`src/rtl/eomac_pkg.sv`:
```
// Package: register map, field positions and types for the angle config bank
package eomac_pkg;

  // Register indices (printed offsets are not multiples of four)
  localparam logic [7:0] ERROR_MASK_CONFIG_IDX       = 8'h1a;
  localparam logic [7:0] INTERFACE_OUTPUT_CONFIG_IDX = 8'h1b;
  localparam logic [7:0] ANGLE_PROCESSING_CONFIG_IDX = 8'h1c;
  localparam logic [7:0] ERROR_STATUS_IDX            = 8'h1d;
  localparam logic [7:0] ANGLE_STATUS_IDX            = 8'h1e;
  localparam logic [7:0] LIN_SEG_IDX                 = 8'h20;

  // Reset values
  localparam logic [23:0] CFG_RESET = 24'h00_0000;

  // Field positions
  localparam int WARN_MASK_BIT  = 11;
  localparam int CRC_CHK_BIT    = 0;
  localparam int XCLK_TOL_BIT   = 1;
  localparam int TURNS_HYS_BIT  = 2;
  localparam int SUPPLY_DIS_BIT = 3;
  localparam int ZERO_AFTER_BIT = 7;
  localparam int LIN_SCALE_BIT  = 10;
  localparam int LIN_EN_BIT     = 11;
  localparam int ERR_SEL_BIT    = 12;
  localparam int ERR_OUT_BIT    = 13;
  localparam int PWM_HYS_BIT    = 14;
  localparam int PWM_EN_BIT     = 23;
  localparam int DIR_BIT        = 18;
  localparam int DIE_ROT_BIT    = 19;

  // Angle and averaging constants
  localparam logic [11:0] HALF_TURN   = 12'h800;
  localparam logic [3:0]  ORATE_MAX   = 4'hc;
  localparam int          LIN_SEGS    = 32;
  localparam logic [4:0]  ERR_SOURCES = 5'h18;

  // Processing mode of the PWM pin
  typedef enum logic [1:0] { EOMAC_PWM_OFF, EOMAC_PWM_ANGLE,
                             EOMAC_PWM_TRI, EOMAC_PWM_ERR } eomac_pwm_t;

  // Decoded controls handed to the serial/PWM blocks
  typedef struct packed {
    logic       crc_check_enable;
    logic       extra_clock_tolerance;
    logic       supply_protocol_disable;
    logic       linearization_scale;
    logic [3:0] pwm_freq_sel;
    logic [2:0] pwm_band_sel;
    logic       pwm_half_freq;
  } eomac_ctrl_t;

endpackage : eomac_pkg

```
`src/rtl/eomac_config.sv`:
```
// Error mask, output and angle processing configuration bank
//
// The Avalon-MM slave port was chosen for this implementation.
`timescale 1ns/10ps

// Contract
// - Set mask bit hides error from flag
// - Warning mask keeps warning summary clear
// - CRC checked only when enable set
// - Tolerance bit ignores seventeenth serial clock
// - Turns angle uses hysteresis when selected
// - Supply-pin protocol ignored when disabled
// - Offset placement before or after linearization
// - Scale bit picks 22.5 or 45 range
// - Linearization applied only when enabled
// - Error tristates PWM until reset/clear
// - Error mode halves frequency, error duty
// - PWM angle hysteresis-filtered when enabled
// - Frequency select plus band set carrier
// - PWM driven only when enabled
// - Zero offset subtracted from angle
// - Hysteresis threshold in 14-bit LSBs
// - Direction bit flips angle sense
// - Die rotate adds 180 degrees last
// - Average 2^rate samples, rate clamped 12
// - Each error has its own duty
// - Segment correction subtracted from angle
module eomac_config
  import eomac_pkg::*;
(
  input  wire logic                 CLK,          // 20 MHz clock
  input  wire logic                 RESET,        // Sync reset, high
  input  wire logic [9:0]           AVS_ADDRESS,  // Word address
  input  wire logic                 AVS_READ,     // Read request
  input  wire logic                 AVS_WRITE,    // Write request
  input  wire logic [31:0]          AVS_WRITEDATA, // Write data
  input  wire logic [3:0]           AVS_BYTEENABLE, // Byte lanes
  output logic [31:0]               AVS_READDATA, // Read data
  output logic                      AVS_WAITREQUEST, // Stall
  input  wire logic                 SAMPLE_VALID, // New raw sample
  input  wire logic [13:0]          SAMPLE_ANGLE, // Raw 14-bit angle
  input  wire logic [23:0]          ERROR_SOURCES, // Active errors
  input  wire logic                 WARNING_ACTIVE, // Unmasked warning
  output logic                      AGGREGATE_ERROR_FLAG, // Error flag
  output logic                      WARNING_SUMMARY_BIT, // Warning bit
  output logic [11:0]               OUTPUT_ANGLE, // Processed angle
  output logic                      OUTPUT_VALID, // Averaged strobe
  output logic [11:0]               TURNS_ANGLE_REGISTER, // Turns angle
  output logic [11:0]               PWM_ANGLE,    // Angle for PWM
  output logic [4:0]                PWM_ERROR_CODE, // Error duty index
  output eomac_pkg::eomac_pwm_t     PWM_MODE,     // PWM pin mode
  output logic                      PWM_OE,       // PWM output enable
  output eomac_pkg::eomac_ctrl_t    CTRL          // Serial/PWM controls
);
  import eomac_pkg::*;

  ////////////////////////////////////////////////////////////////////////
  // Registers
  logic [23:0] error_mask_config_reg;
  logic [23:0] interface_output_config_reg;
  logic [23:0] angle_processing_config_reg;
  logic [11:0] lin_seg_reg [LIN_SEGS];
  logic        pwm_latch_reg;
  logic        rd_pend_reg;
  logic [13:0] hys_angle_reg;
  logic [25:0] acc_reg;
  logic [12:0] cnt_reg;
  logic [11:0] post_angle;

  // Byte-enable merge of a 24-bit word
  function automatic logic [23:0] merge(input logic [23:0] old,
                                        input logic [31:0] wd,
                                        input logic [3:0]  be);
    logic [23:0] r;
    r = old;
    for (int i = 0; i < 3; i++) begin
      if (be[i]) begin
        r[i*8 +: 8] = wd[i*8 +: 8];
      end
    end
    return r;
  endfunction

  logic wr_go;
  assign wr_go = AVS_WRITE && !AVS_WAITREQUEST;

  ////////////////////////////////////////////////////////////////////////
  // Configuration words, written on the accepting edge
  always_ff @(posedge CLK) begin
    if (RESET) begin
      error_mask_config_reg       <= CFG_RESET;
      interface_output_config_reg <= CFG_RESET;
      angle_processing_config_reg <= CFG_RESET;
    end else if (wr_go) begin
      if (AVS_ADDRESS == {2'b00, ERROR_MASK_CONFIG_IDX}) begin
        error_mask_config_reg <= merge(error_mask_config_reg,
                                       AVS_WRITEDATA, AVS_BYTEENABLE);
      end
      if (AVS_ADDRESS == {2'b00, INTERFACE_OUTPUT_CONFIG_IDX}) begin
        interface_output_config_reg <= merge(interface_output_config_reg,
                                             AVS_WRITEDATA, AVS_BYTEENABLE);
      end
      if (AVS_ADDRESS == {2'b00, ANGLE_PROCESSING_CONFIG_IDX}) begin
        angle_processing_config_reg <= merge(angle_processing_config_reg,
                                             AVS_WRITEDATA, AVS_BYTEENABLE);
      end
    end
  end

  // Segment correction table, one word per segment
  genvar g;
  generate
    for (g = 0; g < LIN_SEGS; g++) begin : g_seg
      always_ff @(posedge CLK) begin
        if (RESET) begin
          lin_seg_reg[g] <= 12'h000;
        end else if (wr_go && AVS_ADDRESS ==
                     10'({2'b00, LIN_SEG_IDX} + 10'(g))) begin
          lin_seg_reg[g] <= 12'(merge({12'h000, lin_seg_reg[g]},
                                      AVS_WRITEDATA, AVS_BYTEENABLE));
        end
      end
    end
  endgenerate

  ////////////////////////////////////////////////////////////////////////
  // Bus answer: one wait cycle, then read data with waitrequest low
  always_ff @(posedge CLK) begin
    if (RESET) begin
      rd_pend_reg <= 1'b0;
    end else begin
      rd_pend_reg <= (AVS_READ || AVS_WRITE) && AVS_WAITREQUEST &&
                     !rd_pend_reg;
    end
  end

  always_ff @(posedge CLK) begin
    if (RESET) begin
      AVS_WAITREQUEST <= 1'b1;
    end else begin
      // Drop for one cycle once the request has waited one edge
      AVS_WAITREQUEST <= !((AVS_READ || AVS_WRITE) && AVS_WAITREQUEST &&
                          !rd_pend_reg);
    end
  end

  // Unmapped words read as zero, writes to them are dropped
  always_ff @(posedge CLK) begin
    if (RESET) begin
      AVS_READDATA <= 32'h0000_0000;
    end else begin
      case (AVS_ADDRESS)
        {2'b00, ERROR_MASK_CONFIG_IDX}:
          AVS_READDATA <= {8'h00, error_mask_config_reg};
        {2'b00, INTERFACE_OUTPUT_CONFIG_IDX}:
          AVS_READDATA <= {8'h00, interface_output_config_reg};
        {2'b00, ANGLE_PROCESSING_CONFIG_IDX}:
          AVS_READDATA <= {8'h00, angle_processing_config_reg};
        {2'b00, ERROR_STATUS_IDX}:
          AVS_READDATA <= {29'h0, pwm_latch_reg, WARNING_SUMMARY_BIT,
                           AGGREGATE_ERROR_FLAG};
        {2'b00, ANGLE_STATUS_IDX}:
          AVS_READDATA <= {8'h00, TURNS_ANGLE_REGISTER, OUTPUT_ANGLE};
        default: begin
          if (AVS_ADDRESS >= {2'b00, LIN_SEG_IDX} &&
              AVS_ADDRESS < 10'({2'b00, LIN_SEG_IDX} + 10'(LIN_SEGS))) begin
            AVS_READDATA <= {20'h0,
              lin_seg_reg[5'(AVS_ADDRESS - {2'b00, LIN_SEG_IDX})]};
          end else begin
            AVS_READDATA <= 32'h0000_0000;
          end
        end
      endcase
    end
  end

  ////////////////////////////////////////////////////////////////////////
  // Error aggregation
  always_ff @(posedge CLK) begin
    if (RESET) begin
      AGGREGATE_ERROR_FLAG <= 1'b0;
      WARNING_SUMMARY_BIT  <= 1'b0;
    end else begin
      AGGREGATE_ERROR_FLAG <= |(ERROR_SOURCES & ~error_mask_config_reg);
      WARNING_SUMMARY_BIT <= WARNING_ACTIVE &&
                             !error_mask_config_reg[WARN_MASK_BIT];
    end
  end

  // Lowest active enabled source is the highest priority error
  function automatic logic [4:0] first_err(input logic [23:0] e);
    logic [4:0] r;
    r = ERR_SOURCES;
    for (int i = 23; i >= 0; i--) begin
      if (e[i]) begin
        r = 5'(i);
      end
    end
    return r;
  endfunction

  ////////////////////////////////////////////////////////////////////////
  // Angle pipeline, combinational from the latest sample
  logic [11:0] raw12, seg_corr, lin_angle, dir_angle, pre_off, lin_in;
  always_comb begin
    raw12 = SAMPLE_ANGLE[13:2];
    pre_off = interface_output_config_reg[ZERO_AFTER_BIT] ? raw12 :
              raw12 - angle_processing_config_reg[11:0];
    lin_in = pre_off;
    seg_corr = interface_output_config_reg[LIN_SCALE_BIT] ?
               {lin_seg_reg[lin_in[11:7]][10:0], 1'b0} :
               lin_seg_reg[lin_in[11:7]];
    lin_angle = interface_output_config_reg[LIN_EN_BIT] ?
                lin_in - seg_corr : lin_in;
    if (interface_output_config_reg[ZERO_AFTER_BIT]) begin
      lin_angle = lin_angle - angle_processing_config_reg[11:0];
    end
    dir_angle = angle_processing_config_reg[DIR_BIT] ?
                12'h000 - lin_angle : lin_angle;
    post_angle = angle_processing_config_reg[DIE_ROT_BIT] ?
                 dir_angle + HALF_TURN : dir_angle;
  end

  // threshold in 14-bit LSBs; users see this sample's filter value
  logic [13:0] diff14, hys_next;
  always_comb begin
    diff14   = {post_angle, SAMPLE_ANGLE[1:0]} - hys_angle_reg;
    hys_next = hys_angle_reg;
    if ((diff14[13] ? 14'h0000 - diff14 : diff14) >
        {8'h00, angle_processing_config_reg[17:12]}) begin
      hys_next = {post_angle, SAMPLE_ANGLE[1:0]};
    end
  end

  always_ff @(posedge CLK) begin
    if (RESET) begin
      hys_angle_reg <= 14'h0000;
    end else if (SAMPLE_VALID) begin
      hys_angle_reg <= hys_next;
    end
  end

  always_ff @(posedge CLK) begin
    if (RESET) begin
      TURNS_ANGLE_REGISTER <= 12'h000;
    end else if (SAMPLE_VALID) begin
      TURNS_ANGLE_REGISTER <= interface_output_config_reg[TURNS_HYS_BIT] ?
                              hys_next[13:2] : post_angle;
    end
  end

  always_ff @(posedge CLK) begin
    if (RESET) begin
      PWM_ANGLE <= 12'h000;
    end else if (SAMPLE_VALID) begin
      PWM_ANGLE <= interface_output_config_reg[PWM_HYS_BIT] ?
                   hys_next[13:2] : post_angle;
    end
  end

  ////////////////////////////////////////////////////////////////////////
  // Output averaging; plain mean, wraparound near zero not unwrapped
  logic [3:0] orate;
  assign orate = (angle_processing_config_reg[23:20] > ORATE_MAX) ?
                 ORATE_MAX : angle_processing_config_reg[23:20];

  always_ff @(posedge CLK) begin
    if (RESET) begin
      acc_reg      <= 26'h0;
      cnt_reg      <= 13'h0;
      OUTPUT_ANGLE <= 12'h000;
      OUTPUT_VALID <= 1'b0;
    end else begin
      OUTPUT_VALID <= 1'b0;
      if (SAMPLE_VALID) begin
        if (cnt_reg == 13'((14'h1 << orate) - 14'h1)) begin
          OUTPUT_ANGLE <= 12'((acc_reg + {14'h0, post_angle}) >> orate);
          OUTPUT_VALID <= 1'b1;
          acc_reg      <= 26'h0;
          cnt_reg      <= 13'h0;
        end else begin
          acc_reg <= acc_reg + {14'h0, post_angle};
          cnt_reg <= cnt_reg + 13'h1;
        end
      end
    end
  end

  ////////////////////////////////////////////////////////////////////////
  // PWM pin control; tristate latch cleared only by reset or peo low
  logic err_any;
  assign err_any = AGGREGATE_ERROR_FLAG;

  always_ff @(posedge CLK) begin
    if (RESET) begin
      pwm_latch_reg <= 1'b0;
    end else begin
      if (!interface_output_config_reg[ERR_OUT_BIT]) begin
        pwm_latch_reg <= 1'b0;
      end else if (err_any && !interface_output_config_reg[ERR_SEL_BIT]) begin
        pwm_latch_reg <= 1'b1;
      end
    end
  end

  always_ff @(posedge CLK) begin
    if (RESET) begin
      PWM_MODE       <= EOMAC_PWM_OFF;
      PWM_OE         <= 1'b0;
      PWM_ERROR_CODE <= ERR_SOURCES;
    end else begin
      PWM_ERROR_CODE <= first_err(ERROR_SOURCES & ~error_mask_config_reg);
      if (!interface_output_config_reg[PWM_EN_BIT]) begin
        PWM_MODE <= EOMAC_PWM_OFF;
        PWM_OE   <= 1'b0;
      end else if (pwm_latch_reg) begin
        PWM_MODE <= EOMAC_PWM_TRI;
        PWM_OE   <= 1'b0;
      end else if (interface_output_config_reg[ERR_OUT_BIT] && err_any &&
                   interface_output_config_reg[ERR_SEL_BIT]) begin
        PWM_MODE <= EOMAC_PWM_ERR;
        PWM_OE   <= 1'b1;
      end else begin
        PWM_MODE <= EOMAC_PWM_ANGLE;
        PWM_OE   <= 1'b1;
      end
    end
  end

  // Control word for the serial and PWM generators
  always_ff @(posedge CLK) begin
    if (RESET) begin
      CTRL <= '0;
    end else begin
      CTRL.crc_check_enable <= interface_output_config_reg[CRC_CHK_BIT];
      CTRL.extra_clock_tolerance <=
        interface_output_config_reg[XCLK_TOL_BIT];
      CTRL.supply_protocol_disable <=
        interface_output_config_reg[SUPPLY_DIS_BIT];
      CTRL.linearization_scale <= interface_output_config_reg[LIN_SCALE_BIT];
      CTRL.pwm_freq_sel <= interface_output_config_reg[19:16];
      CTRL.pwm_band_sel <= interface_output_config_reg[22:20];
      CTRL.pwm_half_freq <= interface_output_config_reg[ERR_OUT_BIT] &&
                            interface_output_config_reg[ERR_SEL_BIT] &&
                            err_any;
    end
  end
endmodule : eomac_config

```
`config.mk`:
```
export PLATFORM = sky130hd
export DESIGN_NAME = eomac_config
export DESIGN_NICKNAME = d
export VERILOG_FILES = /design/src/rtl/eomac_pkg.sv /design/src/rtl/eomac_config.sv
export SDC_FILE = /design/constraint.sdc
export NUM_CORES = 2
export LEC_CHECK = 0
export ABC_CLOCK_PERIOD_IN_PS = 20000
export BUFFER_PORTS_ARGS = -buffer_cell sky130_fd_sc_hd__buf_4
export CORE_MARGIN = 1.5
export CORE_UTILIZATION = 69
export CTS_BUF_LIST = sky130_fd_sc_hd__clkbuf_4 sky130_fd_sc_hd__clkbuf_8
export DETAILED_ROUTE_END_ITERATION = 10
export PLACE_DENSITY = 0.9
export SLEW_MARGIN = 20
export SYNTH_ARGS = -nofsm -noshare
export SYNTH_HDL_FRONTEND = slang
export SYNTH_SLANG_ARGS = --single-unit
export TNS_END_PERCENT = 100
```
`constraint.sdc`:
```
create_clock -name CLK -period 20 [get_ports CLK]
set_input_delay 2 -clock CLK [delete_from_list [all_inputs] [get_ports CLK]]
set_output_delay 2 -clock CLK [all_outputs]
set_load 0.005 [all_outputs]
```
==> results.txt <==
- The worst setup path is captured at a flip-flop.
- Power spread over the standard cell area amounts to just under 80 nW/um^2.
- TritonCTS built the clock tree.
- Static Leakage: approximately 16 nW
- The hold violation count in the final report was 0.
* Number of search-and-repair iterations in the first detailed-routing pass: 7
* Area fraction in compound gates after synthesis: between 10% and 20%
* GRT overflow: 0
* Clk_skew: 0.0441 ns
* Dominant combinational cell family by area after synthesis: simple AND/OR/NAND/NOR gates
- Max FFs per register: ~380
- Most used flip-flop cell after synthesis: sky130_fd_sc_hd__edfxtp_1
- Routed WL: roughly 110000 um
- For the finished layout, the period the worst path requires is ~16 ns.
* Worst-case clock buffer depth: 3
* Per-instance average area after synthesis: 9.68 sq um
* Share of cells above drive strength 1: 15.1%
- The via count of the first global-routing pass came to a little under 30k.
- Total setup buffers inserted after CTS: 0
* Die Area: around 53000 sq um
- Of all nets on the critical path, the largest fanout is approximately 110.
- For this run, asynchronously set or reset flops after synthesis account for 0%.
- Clock latency on the worst-skew pair, taken at its later pin, is 0.74 ns.
- Clock tree sinks: approximately 590
* Most used cell along the critical path: sky130_fd_sc_hd__ha_1
- The worst hold path belongs to the class reg2reg.
* Number of nets at the end of the flow: around 3.9k
* Post-cts resize count: 0
- The synthesized design contains ~380 enable-type register cells.
- DR WL/cell: between 20 and 25 um
- The synthesized design contains 593 register bits.
- Hold is met by ~0.47 ns.
- In this run the cell area of the synthesized design comes to 35700 sq um.
- # diodes: 0
- Data on the critical path is required at its endpoint by between 20 and 25 ns.
* Number of instances in the synthesized netlist: 3686
- Using the TritonRoute via totals, the vias-per-cell ratio works out to a little under 7.
- The H-tree was split into 3 levels.
- Post-Synth Simple-Gate Area: between 20% and 30%
- CTS buffer count: just under 100
- Clock-pin slew was measured on the worst setup and hold paths at about 0.060 ns.
* Maximum number of pins on one net before global-route repair: about 120
- Largest stage delay, worst path: ~1 ns
* Final number of max-transition violations: 0
- During I/O placement, the number of pins put on the boundary was ~180.
- Maximum vdd drop: about 0.060 mV
- Once detail routing completed, the nets flagged for antenna violations numbered 0.
- Total core area: 51200 sq um
- Unrepaired setup endpoints after global routing: false
- The count of buffers added on input and output ports is about 160.
- The final critical path takes up between 80% and 90% of the cycle.
* Die Y: roughly 230 um
* Count of vias placed by the detailed router: ~31k
- Adder-cell share of the synthesized area: between 2 and 3%
- From synthesis to final layout, the design area changed by 9.10%.
* Starting density of the core: between 60 and 70%
- Measured against its own limit, the worst slew margin works out to ~23%.
* DR DRC count: 0
- Actual transition at the worst max-transition pin: ~1.1 ns
- Library cell contributing the largest single delay on the critical path: sky130_fd_sc_hd__nor4_4
- The netlist uses between 90 and 100 different library cells.
- For this design, the CTS-stage hold fixing added 0 buffers.
- Final weighted congestion of routability-driven global placement: slightly below 1
* Type of element launching the critical path: input port
- Data arrival time of the critical path: around 17 ns
- During synthesis, Yosys emitted a total of 0 warnings.
- Sum of negative setup slack: 0 ns
* Max capacitance violation total: 0
- The initial antenna violation count came to 7.
- Share of the synthesized netlist area taken by xor and xnor gates: 2.14%
- Fmax achieved: ~61 MHz
* Number of filler cells placed in the layout: about 3.2k
- The first global-routing pass estimated 166000 um of wire.
* DR iter-0 viols: roughly 4.7k
* CTS root buf: sky130_fd_sc_hd__clkbuf_8
- Final setup violating endpoints: 0
* Overall die width: between 200 and 250 um
* Sequential element share of the synthesized area: between 40% and 50%
* Placement Rows: 83
- The setup path with the least slack is of type in2reg.
- Result of the run: completed
* Overall global routing resource usage: 40.8%
- Multiplexer share of the synthesized area: about 13%
- After legalization and detailed placement, the total HPWL measured between 70000 and 80000 um.
## metal layers
| metal | vias up | track usage (%) | routed length [um] |
|---|---|---|---|
| li1 | 13400 | - | - |
| met1 | 14400 | 52.0 | 37600 |
| met2 | 2431 | 64.1 | 49900 |
| met3 | 479 | 10.8 | 15600 |
| met4 | 12 | 21.7 | 6530 |
| met5 | - | 0 | 72 |
## layout by cell type, fill, tap and decap left out, types with 124 or more instances in the layout
cell type                  count
sky130_fd_sc_hd__and3_1      148
sky130_fd_sc_hd__o21ai_0     126
sky130_fd_sc_hd__dfxtp_1     209
sky130_fd_sc_hd__a21oi_1     255
sky130_fd_sc_hd__edfxtp_1    384
sky130_fd_sc_hd__nand2_1     495
sky130_fd_sc_hd__mux2i_1     146
sky130_fd_sc_hd__mux4_2      124
sky130_fd_sc_hd__nor2_1      309
sky130_fd_sc_hd__buf_4       200
sky130_fd_sc_hd__and2_1      265
## synth_stat cells (all sizes together), types with 69 or more instances
cell type | count | area [sq um]
inv | 85 | 319
a21oi | 255 | 1280
nor2 | 313 | 1170
dfxtp | 209 | 4180
ha | 69 | 863
and3 | 148 | 926
nand2 | 495 | 1860
nor3 | 80 | 400
edfxtp | 384 | 11500
mux4 | 124 | 2790
o21ai | 145 | 729
clkbuf | 225 | 845
mux2i | 147 | 1480
and2 | 266 | 1660
## worst max-delay path: cells and delay by family
family	cells	cell delay, ns
compound gates	16	3.36
xor+xnor	4	0.83
fa+ha+maj	7	2.04
buf+inv	7	2.29
mux	2	0.79
simple gates	19	5.60
## through the flow
stage / area [sq um] / setup slack [ns] / power [W] / utilization [%] / instances
after global placement: 37000 / 3.58 / 0.00192 / 72.3 / 4298
after floorplan: 35700 / 6.98 / 0.00176 / - / 3693
final: 38900 / 3.56 / 0.00302 / 76.0 / 4469
after detailed placement: 37000 / 3.31 / 0.00193 / 72.3 / 4298
after global routing: 38900 / 2.94 / 0.00310 / 76.0 / 4469
after CTS: 38900 / 3.96 / 0.00299 / 76.0 / 4469
## where the power goes
part           internal (W)  switching [W]
clock network      0.000568       0.000516
registers           0.00134      0.0000259
logic              0.000203       0.000374
total               0.00211       0.000915
## cell type report
| cell class | instances | area (sq um) | area share [%] |
|---|---|---|---|
| Inverter | 87 | 333 | 0.855 |
| Clock inverter | 34 | 249 | 0.640 |
| Multi-Input combinational cell | 2736 | 18600 | 47.7 |
| Timing Repair Buffer | 202 | 1530 | 3.92 |
| Sequential cell | 593 | 15700 | 40.4 |
| Clock buffer | 137 | 1670 | 4.30 |
| Tap cell | 680 | 851 | 2.19 |
## path summary, 6_finish.rpt
check,from,end,slack (ns),depth (start not counted)
max,SAMPLE_ANGLE[2],PWM_ANGLE[0],3.56,55
max reg2reg,angle_processing_config_reg[0],PWM_ANGLE[0],4.39,53
min,PWM_ANGLE[3],PWM_ANGLE[3],0.47,2
min reg2reg,PWM_ANGLE[3],PWM_ANGLE[3],0.47,2
## cells by family after synthesis
kind of cell | Yosys count
fa+ha+maj | 74
flops | 593
mux | 293
other cells | 1
xor+xnor | 84
simple gates | 1555
buf+inv | 364
compound gates | 722
Power figures use the tool's default switching activity.
